File: src/core/lechc_pkg.sv
// package: register map, field layout and reset values of the lane error counter hold block
package lechc_pkg;
   localparam int          LECHC_LANES        = 3;
   localparam int          LECHC_TYPES        = 3;
   localparam int          LECHC_NUM_LINKS    = 2;
   localparam int          LECHC_CNT_W        = 8;
   localparam int          LECHC_AW           = 16;
   localparam int          LECHC_DW           = 32;
   // register indices; byte address is four times the index
   localparam logic [13:0] LECHC_IDX_LINK_PAGE = 14'h0300;
   localparam logic [13:0] LECHC_IDX_SOFT_RST  = 14'h0475;
   localparam logic [13:0] LECHC_IDX_HOLD_L2   = 14'h048A;
   localparam logic [13:0] LECHC_IDX_HOLD_L3   = 14'h048B;
   localparam logic [13:0] LECHC_IDX_HOLD_L4   = 14'h048C;
   localparam logic [13:0] LECHC_IDX_CNT_CLR   = 14'h04A0;
   localparam logic [13:0] LECHC_IDX_CNT_L2    = 14'h04A1;
   localparam logic [13:0] LECHC_IDX_CNT_L3    = 14'h04A2;
   localparam logic [13:0] LECHC_IDX_CNT_L4    = 14'h04A3;
   localparam logic [13:0] LECHC_IDX_IRQ_STAT  = 14'h04A4;
   localparam logic [13:0] LECHC_IDX_IRQ_MASK  = 14'h04A5;
   // fields
   localparam int          LECHC_SOFT_RST_BIT = 3;
   localparam int          LECHC_T_UCS        = 2;
   localparam int          LECHC_T_NIT        = 1;
   localparam int          LECHC_T_BD         = 0;
   localparam int          LECHC_EV_W         = LECHC_LANES * LECHC_TYPES;
   // reset values and counter marks
   localparam logic [2:0]  LECHC_HOLD_RST     = 3'h7;
   localparam logic        LECHC_SOFT_RST_RST = 1'b0;
   localparam logic [8:0]  LECHC_MASK_RST     = 9'h000;
   localparam logic [7:0]  LECHC_CNT_TC       = 8'hFF;
   localparam logic [7:0]  LECHC_CNT_PRE_TC   = 8'hFE;
endpackage

File: src/core/lechc_err_counter.sv
// one lane error counter with terminal count hold or roll over
`timescale 1ns/1ps
`default_nettype none
module lechc_err_counter #(
   parameter int W = 8
) (
   input  wire logic         mclk_i,
   input  wire logic         reset_n_i,
   input  wire logic         ce_i,
   input  wire logic         inc_i,
   input  wire logic         clr_i,
   input  wire logic         hold_i,
   output logic     [W-1:0] count_o
);
   logic [W-1:0] count_r;

   always_ff @(posedge mclk_i) begin
      if (!reset_n_i) begin
         count_r <= '0;
      end else if (ce_i) begin
         if (clr_i) begin
            count_r <= '0;
         end else if (inc_i) begin
            if (hold_i && (count_r == {W{1'b1}})) begin
               count_r <= count_r;
            end else begin
               count_r <= count_r + {{(W-1){1'b0}}, 1'b1}; // see R2
            end
         end
      end
   end

   assign count_o = count_r;
endmodule
`default_nettype wire

File: src/core/lechc_top.sv
// top: apb register bank with paged hold enables, lane error counters and interrupt
// Function
// with a hold bit set, its counter stops at 0xFF until software clears it.
// with a hold bit clear, its counter rolls over to zero and keeps counting.
// hold bit 2 steers the control symbol counter, bit 1 not-in-table, bit 0 disparity.
// software changes hold fields only while the deserializer soft reset bit 3 of 0x475 is set; hold writes do not check soft_rst_r.
// hold reads and writes go to the link chosen by the page register 0x300, one copy per link.
// one hold register per lane, lanes 2, 3 and 4 at 0x48A, 0x48B and 0x48C, field in bits 2:0.
// hold fields reset to 0x7, bits 7:3 read zero and ignore writes.
// each counter is eight bits and counts one per detected error of its type.
//
// The APB slave port was left to the implementer.
`timescale 1ns/1ps
`default_nettype none
module lechc_top #(
   parameter int NUM_LINKS = lechc_pkg::LECHC_NUM_LINKS
) (
   input  wire logic                           mclk_i,
   input  wire logic                           reset_n_i,
   input  wire logic                           ce_i,
   input  wire logic                           psel_i,
   input  wire logic                           penable_i,
   input  wire logic                           pwrite_i,
   input  wire logic [lechc_pkg::LECHC_AW-1:0] paddr_i,
   input  wire logic [lechc_pkg::LECHC_DW-1:0] pwdata_i,
   output logic      [lechc_pkg::LECHC_DW-1:0] prdata_o,
   output logic                                pready_o,
   output logic                                pslverr_o,
   input  wire logic [NUM_LINKS*3-1:0]         unexpected_control_symbol_err_i,
   input  wire logic [NUM_LINKS*3-1:0]         not_in_table_err_i,
   input  wire logic [NUM_LINKS*3-1:0]         bad_disparity_err_i,
   output logic                                lane_deserializer_block_soft_reset_o,
   output logic                                irq_o
);
   import lechc_pkg::*;

   localparam int PW = (NUM_LINKS > 1) ? $clog2(NUM_LINKS) : 1;
   localparam int NC = NUM_LINKS * LECHC_EV_W;

   ////////////////////////////////////////////////////////////////////////////////////////////
   // state
   logic [2:0]            hold_r [NUM_LINKS][LECHC_LANES];
   logic [PW-1:0]         page_r;
   logic                  soft_rst_r;
   logic [LECHC_EV_W-1:0] stat_r;
   logic [LECHC_EV_W-1:0] mask_r;
   logic                  irq_r;
   logic                  pready_r;
   logic                  pslverr_r;
   logic [LECHC_DW-1:0]   prdata_r;
   logic [LECHC_DW-1:0]   rdata_nxt;
   logic                  rerr_nxt;
   logic [13:0]           idx;
   logic                  acc;
   logic                  wr_fire;
   logic [LECHC_LANES-1:0] wr_hold;
   logic [7:0]            cnt_w  [NC];
   logic [NC-1:0]         inc_w;
   logic [NC-1:0]         clr_w;
   logic [NC-1:0]         hold_w;
   logic [NC-1:0]         ev_w;
   logic [LECHC_EV_W-1:0] ev_lane;

   assign idx     = paddr_i[15:2];
   assign acc     = psel_i && penable_i;
   assign wr_fire = acc && pwrite_i && pready_r;
   assign wr_hold[0] = wr_fire && (idx == LECHC_IDX_HOLD_L2);
   assign wr_hold[1] = wr_fire && (idx == LECHC_IDX_HOLD_L3);
   assign wr_hold[2] = wr_fire && (idx == LECHC_IDX_HOLD_L4);

   ////////////////////////////////////////////////////////////////////////////////////////////
   // apb slave: one wait state, read data captured with pready
   always_comb begin
      rdata_nxt = '0;
      rerr_nxt  = 1'b0;
      unique case (idx)
         LECHC_IDX_LINK_PAGE: rdata_nxt[PW-1:0] = page_r;
         LECHC_IDX_SOFT_RST:  rdata_nxt[LECHC_SOFT_RST_BIT] = soft_rst_r;
         LECHC_IDX_HOLD_L2:   rdata_nxt[2:0] = hold_r[page_r][0]; // see R5
         LECHC_IDX_HOLD_L3:   rdata_nxt[2:0] = hold_r[page_r][1]; // see R5
         LECHC_IDX_HOLD_L4:   rdata_nxt[2:0] = hold_r[page_r][2]; // see R5
         LECHC_IDX_CNT_CLR:   rdata_nxt = '0;
         LECHC_IDX_CNT_L2:    rdata_nxt[23:0] = {cnt_w[page_r*9+2], cnt_w[page_r*9+1],
                                                 cnt_w[page_r*9]};
         LECHC_IDX_CNT_L3:    rdata_nxt[23:0] = {cnt_w[page_r*9+5], cnt_w[page_r*9+4],
                                                 cnt_w[page_r*9+3]};
         LECHC_IDX_CNT_L4:    rdata_nxt[23:0] = {cnt_w[page_r*9+8], cnt_w[page_r*9+7],
                                                 cnt_w[page_r*9+6]};
         LECHC_IDX_IRQ_STAT:  rdata_nxt[LECHC_EV_W-1:0] = stat_r;
         LECHC_IDX_IRQ_MASK:  rdata_nxt[LECHC_EV_W-1:0] = mask_r;
         default:             rerr_nxt = 1'b1;
      endcase
   end

   always_ff @(posedge mclk_i) begin
      if (!reset_n_i) begin
         pready_r  <= 1'b0;
         pslverr_r <= 1'b0;
         prdata_r  <= '0;
      end else if (ce_i) begin
         pready_r  <= acc && !pready_r;
         pslverr_r <= acc && !pready_r && rerr_nxt;
         if (acc && !pready_r) begin
            prdata_r <= pwrite_i ? '0 : rdata_nxt;
         end
      end
   end

   ////////////////////////////////////////////////////////////////////////////////////////////
   // page and soft reset control
   always_ff @(posedge mclk_i) begin
      if (!reset_n_i) begin
         page_r     <= '0;
         soft_rst_r <= LECHC_SOFT_RST_RST;
      end else if (ce_i) begin
         if (wr_fire && (idx == LECHC_IDX_LINK_PAGE)) begin
            page_r <= pwdata_i[PW-1:0];
         end
         if (wr_fire && (idx == LECHC_IDX_SOFT_RST)) begin
            soft_rst_r <= pwdata_i[LECHC_SOFT_RST_BIT];
         end
      end
   end

   ////////////////////////////////////////////////////////////////////////////////////////////
   // hold fields, one copy per link
   always_ff @(posedge mclk_i) begin
      if (!reset_n_i) begin
         for (int l = 0; l < NUM_LINKS; l++) begin
            for (int k = 0; k < LECHC_LANES; k++) begin
               hold_r[l][k] <= LECHC_HOLD_RST;
            end
         end
      end else if (ce_i) begin
         for (int k = 0; k < LECHC_LANES; k++) begin
            if (wr_hold[k]) begin
               hold_r[page_r][k] <= pwdata_i[2:0]; // see R5
            end
         end
      end
   end

   ////////////////////////////////////////////////////////////////////////////////////////////
   // counters: index (link*3 + lane)*3 + type
   genvar gl, gk, gt;
   generate
      for (gl = 0; gl < NUM_LINKS; gl++) begin : g_link
         for (gk = 0; gk < LECHC_LANES; gk++) begin : g_lane
            for (gt = 0; gt < LECHC_TYPES; gt++) begin : g_type
               localparam int C = (gl * LECHC_LANES + gk) * LECHC_TYPES + gt;
               if (gt == LECHC_T_UCS) begin : g_ucs
                  assign inc_w[C] = unexpected_control_symbol_err_i[gl*3+gk];
               end else if (gt == LECHC_T_NIT) begin : g_nit
                  assign inc_w[C] = not_in_table_err_i[gl*3+gk];
               end else begin : g_bd
                  assign inc_w[C] = bad_disparity_err_i[gl*3+gk];
               end
               assign hold_w[C] = hold_r[gl][gk][gt];
               assign clr_w[C]  = wr_fire && (idx == LECHC_IDX_CNT_CLR) &&
                                  (page_r == PW'(gl)) && pwdata_i[gk*3+gt];
               assign ev_w[C]   = inc_w[C] && !clr_w[C] && (cnt_w[C] == LECHC_CNT_PRE_TC);

               lechc_err_counter #(
                  .W (LECHC_CNT_W)
               ) u_cnt (
                  .mclk_i    (mclk_i),
                  .reset_n_i (reset_n_i),
                  .ce_i      (ce_i),
                  .inc_i     (inc_w[C]),
                  .clr_i     (clr_w[C]),
                  .hold_i    (hold_w[C]),
                  .count_o   (cnt_w[C])
               );

               AST_HOLD_SAT: assert property (@(posedge mclk_i) disable iff (!reset_n_i)
                  (ce_i && hold_w[C] && inc_w[C] && !clr_w[C] && cnt_w[C] == LECHC_CNT_TC)
                  |=> (cnt_w[C] == LECHC_CNT_TC))
                  else $error("held counter left terminal count");
               AST_ROLL_OVER: assert property (@(posedge mclk_i) disable iff (!reset_n_i)
                  (ce_i && !hold_w[C] && inc_w[C] && !clr_w[C] && cnt_w[C] == LECHC_CNT_TC)
                  |=> (cnt_w[C] == 8'h00))
                  else $error("counter did not roll over");
               AST_COUNT_ONE: assert property (@(posedge mclk_i) disable iff (!reset_n_i)
                  (ce_i && inc_w[C] && !clr_w[C] && cnt_w[C] != LECHC_CNT_TC)
                  |=> (cnt_w[C] == $past(cnt_w[C]) + 8'h01))
                  else $error("counter did not advance by one");
               AST_HOLD_MAP: assert property (@(posedge mclk_i) disable iff (!reset_n_i)
                  (ce_i && inc_w[C] && !clr_w[C] && cnt_w[C] == LECHC_CNT_TC &&
                   hold_r[gl][gk][gt]) |=> ##1 (cnt_w[C] == LECHC_CNT_TC) || $past(clr_w[C]) ||
                   $past(!ce_i) || $past(inc_w[C] && !hold_w[C]))
                  else $error("hold bit does not steer its own counter");
               AST_CLR_ZERO: assert property (@(posedge mclk_i) disable iff (!reset_n_i)
                  (ce_i && clr_w[C]) |=> (cnt_w[C] == 8'h00))
                  else $error("counter clear did not reach zero");
               AST_CE_FREEZE: assert property (@(posedge mclk_i) disable iff (!reset_n_i)
                  !ce_i |=> $stable(cnt_w[C]))
                  else $error("counter moved while clock enable was low");
            end
            AST_PAGE_OTHER: assert property (@(posedge mclk_i) disable iff (!reset_n_i)
               (ce_i && wr_hold[gk] && page_r != PW'(gl)) |=> $stable(hold_r[gl][gk]))
               else $error("hold write leaked into another link");
            AST_PAGE_WRITE: assert property (@(posedge mclk_i) disable iff (!reset_n_i)
               (ce_i && wr_hold[gk] && page_r == PW'(gl))
               |=> (hold_r[gl][gk] == $past(pwdata_i[2:0])))
               else $error("hold write missed its lane");
            AST_HOLD_RESET: assert property (@(posedge mclk_i)
               $past(!reset_n_i) |-> (hold_r[gl][gk] == LECHC_HOLD_RST))
               else $error("hold field not 0x7 after reset");
         end
      end
   endgenerate

   ////////////////////////////////////////////////////////////////////////////////////////////
   // interrupt: terminal count events, sticky, write one to clear, set wins
   always_comb begin
      ev_lane = '0;
      for (int c = 0; c < NC; c++) begin
         ev_lane[c % LECHC_EV_W] = ev_lane[c % LECHC_EV_W] | ev_w[c];
      end
   end

   always_ff @(posedge mclk_i) begin
      if (!reset_n_i) begin
         stat_r <= '0;
      end else if (ce_i) begin
         if (wr_fire && (idx == LECHC_IDX_IRQ_STAT)) begin
            stat_r <= (stat_r & ~pwdata_i[LECHC_EV_W-1:0]) | ev_lane;
         end else begin
            stat_r <= stat_r | ev_lane;
         end
      end
   end

   always_ff @(posedge mclk_i) begin
      if (!reset_n_i) begin
         mask_r <= LECHC_MASK_RST;
      end else if (ce_i && wr_fire && (idx == LECHC_IDX_IRQ_MASK)) begin
         mask_r <= pwdata_i[LECHC_EV_W-1:0];
      end
   end

   always_ff @(posedge mclk_i) begin
      if (!reset_n_i) begin
         irq_r <= 1'b0;
      end else if (ce_i) begin
         irq_r <= |(stat_r & mask_r);
      end
   end

   ////////////////////////////////////////////////////////////////////////////////////////////
   // outputs
   assign prdata_o  = prdata_r;
   assign pready_o  = pready_r;
   assign pslverr_o = pslverr_r;
   assign irq_o     = irq_r;
   assign lane_deserializer_block_soft_reset_o = soft_rst_r;

   AST_HOLD_RSVD: assert property (@(posedge mclk_i) disable iff (!reset_n_i)
      (ce_i && acc && !pready_r && !pwrite_i && idx >= LECHC_IDX_HOLD_L2 &&
       idx <= LECHC_IDX_HOLD_L4) |=> (prdata_o[31:3] == 29'h0 && pready_o))
      else $error("hold read shows reserved bits");
   AST_CNT_READ: assert property (@(posedge mclk_i) disable iff (!reset_n_i)
      (ce_i && acc && !pready_r && !pwrite_i && idx == LECHC_IDX_CNT_L2)
      |=> (prdata_o[23:16] == $past(cnt_w[page_r*9+LECHC_T_UCS])))
      else $error("control symbol count not in bits 23:16");

   ////////////////////////////////////////////////////////////////////////////////////////////
   // bus, paging and interrupt checks
   AST_HOLD_READ: assert property (@(posedge mclk_i) disable iff (!reset_n_i)
      (ce_i && acc && !pready_r && !pwrite_i && idx == LECHC_IDX_HOLD_L3)
      |=> (prdata_o[2:0] == $past(hold_r[page_r][1])))
      else $error("hold read not taken from the paged copy");
   AST_SOFT_RST_OUT: assert property (@(posedge mclk_i) disable iff (!reset_n_i)
      (ce_i && wr_fire && idx == LECHC_IDX_SOFT_RST)
      |=> (lane_deserializer_block_soft_reset_o == $past(pwdata_i[LECHC_SOFT_RST_BIT])))
      else $error("soft reset output missed its write");
   AST_PREADY_ONE: assert property (@(posedge mclk_i) disable iff (!reset_n_i)
      (ce_i && pready_o) |=> !pready_o)
      else $error("pready stood for more than one cycle");
   AST_SLVERR: assert property (@(posedge mclk_i) disable iff (!reset_n_i)
      (ce_i && acc && !pready_r && rerr_nxt) |=> (pslverr_o && pready_o))
      else $error("unmapped access not refused");
   AST_STAT_SET: assert property (@(posedge mclk_i) disable iff (!reset_n_i)
      (ce_i && |ev_lane) |=> ((stat_r & $past(ev_lane)) == $past(ev_lane)))
      else $error("terminal count event lost against a clear");
   AST_IRQ_LEVEL: assert property (@(posedge mclk_i) disable iff (!reset_n_i)
      ce_i |=> (irq_o == $past(|(stat_r & mask_r))))
      else $error("interrupt does not follow masked status");
   AST_MASK_HOLD: assert property (@(posedge mclk_i) disable iff (!reset_n_i)
      !ce_i |=> ($stable(mask_r) && $stable(page_r) && $stable(stat_r)))
      else $error("state moved while clock enable was low");

   COV_HOLD_WRITE: cover property (@(posedge mclk_i) disable iff (!reset_n_i)
      wr_hold[1] && soft_rst_r);
   COV_PAGE1_WRITE: cover property (@(posedge mclk_i) disable iff (!reset_n_i)
      wr_hold[0] && page_r != '0);
   COV_SATURATE: cover property (@(posedge mclk_i) disable iff (!reset_n_i)
      |ev_w ##1 irq_r [*2]);
   COV_STAT_CLEAR: cover property (@(posedge mclk_i) disable iff (!reset_n_i)
      wr_fire && (idx == LECHC_IDX_IRQ_STAT) && |stat_r);
   COV_CE_LOW: cover property (@(posedge mclk_i) disable iff (!reset_n_i)
      !ce_i && |inc_w);
endmodule
`default_nettype wire

File: config.mk
export PLATFORM = sky130hd
export DESIGN_NAME = lechc_top
export DESIGN_NICKNAME = d
export VERILOG_FILES = /design/src/core/lechc_pkg.sv /design/src/core/lechc_err_counter.sv /design/src/core/lechc_top.sv
export SDC_FILE = /design/constraint.sdc
export NUM_CORES = 1
export LEC_CHECK = 0
export BUFFER_PORTS_ARGS = -buffer_cell sky130_fd_sc_hd__buf_2
export CAP_MARGIN = 20
export CORE_UTILIZATION = 25
export CTS_CLUSTER_DIAMETER = 30
export CTS_CLUSTER_SIZE = 10
export DETAILED_ROUTE_END_ITERATION = 7
export SKIP_LAST_GASP = 1
export SLEW_MARGIN = 5
export SYNTH_ARGS = -nofsm -noshare
export SYNTH_HDL_FRONTEND = slang
export SYNTH_HIERARCHICAL = 1
export SYNTH_SLANG_ARGS = --single-unit
export TNS_END_PERCENT = 30
File: constraint.sdc
create_clock -name mclk_i -period 2.05 [get_ports mclk_i]
set_input_delay 0.205 -clock mclk_i [delete_from_list [all_inputs] [get_ports mclk_i]]
set_output_delay 0.205 -clock mclk_i [all_outputs]
set_load 0.005 [all_outputs]
==> out/metrics.cfg <==
[clock_tree]
cts_setup_buffers=0
clk_pin_slew_ns=0.04
root_buffer=clkbuf_16
cts_max_path_buffers=3
cts_buffers=66
cts_tree=built
clkLatencyLatePin_ns=0.57
cts.sinks=210
h-tree-depth=3

[floorplanning]
core_area_sq_um=51700
rows=83
fp.dieW_microns=232
die_y_microns=232
start_util_pct=25.5
ios=108
dieArea_sq_um=53600

[routing]
num_vias=14200
final_antenna_net_count=0
dr.pass1.iters=6
wl_per_cell_microns=17.9
post_drt_via_cell_ratio=5.54
first_iter_violations=1148
remaining_drc_errors=0
routed_wl_microns=45700

[worst_setup_path]
cp-end-kind=register
start_kind=register
cp_max_fo=14
cp_data_required_time_ns=2.49
worstPathArrival_ns=2.38
worstSetupPathType=register to register
reg2reg_depth=8

[timing]
finalCriticalPeriod_ns=1.94
worstMarginPinSlew_ns=0.587
fin_skew_ns=0.0270
setup_viol=0
clock.fmax_mhz=516
relSlewSlack_pct=60.9
drv_slew=0
rsz0062_at_grt=false
fin_crit_sh_pct=94.5
finalHoldViolCount=0
final.setup.worst_slack_ns=0.113

[final_layout]
drive_above_1_share_pct=21.8
area_growth_pct=34.3
fin_nets=1916
utilization_pct=34.2
finalInstanceArea_sq_um=17700

[power]
peakVddDrop_uv=512
cellPowerDensity_nw_per_um2=832
p_leak_nw=6.42

[synth]
synth_edf_count=18
yosysSeqAreaShare_pct=33.3
synth_area_leaders=dfxtp_1, nand2_1, mux2i_1
synth-seq-cells=210
synth-async-reset-ratio_pct=0
synth.distinct_cells=72
yosys.area.top_type_share_pct=29.2
synth-main-ff-cell=dfxtp_1
synth.largest_area_cell=dfxtp_1
syn-instance-count=1577
yosys_warnings=6
syn_area_per_cell_sq_um=8.35
syn_area_sq_um=13200

[hold_path]
min_path_type=input pin to register
holdPathStages=3

[global_routing]
grt-ovfl-total=0
grt_max_degree=116
antenna_found_initial=2
grt_pass1_vias=13800
grt_pass1_wl_microns=73500
grt_usage_pct=17.0

[placed_design]
placed_area_sq_um=15300
hpwl_microns=32900
gp_congestion=0.925
place_worst_setup_slack_ns=0.0332
io_buffers=74

[run_status]
status=completed

[job]
drv_cap=0

## synthesized netlist by cell type, types with 20 or more instances
cell,instances
nand4_1,76
mux2i_1,66
and3_1,23
a21o_1,37
and2_1,21
nor2_1,65
o21ai_1,20
nand2_1,213
a21oi_1,80
a31oi_1,36
mux2_2,51
nand3_1,126
o21ai_0,53
or4_1,34
dfxtp_1,192
and4_1,40
o211ai_1,37
or3_1,44
## layer usage
layer | wire length (microns) | part of all wire [%] | track usage [%] | up-vias
li1 | - | - | - | 6734
met1 | 20600 | 45 | 22.9 | 6710
met2 | 19900 | 43 | 25.8 | 614
met3 | 3480 | 7.6 | 3.46 | 112
met4 | 1700 | 3.7 | 7.47 | 0
met5 | 0 | 0 | 0 | -
## cells in the final DEF (no fill, tap or decap), types with 15 or more instances in the layout
cell and n:
a21oi_2 18, o21bai_1 18, a211oi_1 19, or3b_1 19
a21oi_1 80, nand2_1 213, edfxtp_1 18, mux2i_1 66
o21ai_0 53, and2_1 21, nor2_1 65, nand3_1 126
o211ai_1 37, and3_1 23, dlygate4sd3_1 21, a222oi_1 15
nand4_1 76, buf_2 72, buf_4 116, a31oi_1 36
o41ai_1 19, dfxtp_1 191, or4_1 34, mux2_2 51
a21o_1 37, inv_1 19, and4_2 18, clkbuf_16 66
or3_1 44, o21ai_1 20, ha_1 18, and4_1 40
## critical path, stage by stage (launching register included)
cell and delay, ns:
dfxtp_4 0.51, nand3_1 0.17, nor3_4 0.22, buf_12 0.20, and3_1 0.19, nand2_1 0.12
and2_1 0.21, mux2i_1 0.15, nor2_1 0.05
## registers in the layout (all words and copies together) (netlist names), named ones only
name / cells
g_link.g_lane.g_type.u_cnt/count_o: 144
hold_r: 18
irq_o: 1
lane_deserializer_block_soft_reset_o: 1
mask_r: 9
page_r: 1
prdata_o: 24
pready_o: 1
pslverr_o: 1
stat_r: 9
## layout make-up
| class | count | area, sq um |
|---|---|---|
| Fill cell | 5364 | 34000 |
| Multi-Input combinational cell | 1306 | 8480 |
| Sequential cell | 210 | 4390 |
| Clock buffer | 81 | 1740 |
| Timing Repair Buffer | 223 | 1720 |
| Tap cell | 680 | 851 |
| Clock inverter | 36 | 432 |
| Inverter | 19 | 71.3 |
| Antenna cell | 1 | 2.50 |
## logic make-up (layout without fill, tap and decap cells)
group	after synthesis	in the layout	share of synthesized area, %
buffers and inverters	68	359	2.50
adders and majority gates	18	18	1.71
AOI/OAI and AO/OA	416	416	21.4
other	1	9	0.0285
DFF	210	210	33.3
muxes	117	117	9.38
and+or+nand+nor	747	747	31.7
## worst paths after layout
path	from	endpoint	slack (ns)
setup / recovery	page_r	g_link[1].g_lane[1].g_type[1].u_cnt/count_o[4]	0.11
hold / removal	unexpected_control_symbol_err_i[4]	g_link[1].g_lane[1].g_type[2].u_cnt/count_o[2]	0.02
hold reg to reg	prdata_o[17]	prdata_o[17]	0.44
setup reg to reg	page_r	g_link[1].g_lane[1].g_type[1].u_cnt/count_o[4]	0.11
## metrics by stage
step / power (W) / setup TNS, ns / hold slack (ns) / cells
5_1_grt: 0.0152 / 0 / 0.0426 / 2555
4_1_cts: 0.0149 / 0 / 0.0000648 / 2555
3_3_place_gp: 0.00487 / 0 / 0.439 / 2417
3_5_place_dp: 0.00489 / 0 / 0.440 / 2417
2_1_floorplan: 0.00458 / -0.550 / 0.302 / 1584
6_report: 0.0147 / 0 / 0.0244 / 2556
## power breakdown
group | internal, W | switching [W] | leakage (nW)
sequential | 0.00420 | 0.0000671 | 1.68
clock | 0.00680 | 0.00306 | 1.06
combinational | 0.000230 | 0.000372 | 3.68
total | 0.0112 | 0.00350 | 6.42
## repair_timing
action	in CTS	in global routing
endpoints found under the setup margin	0	0
resized for setup	0	0
hold endpoints to repair	21	0
hold buffers	21	0
Note: power is estimated with default switching activity, not from simulation.
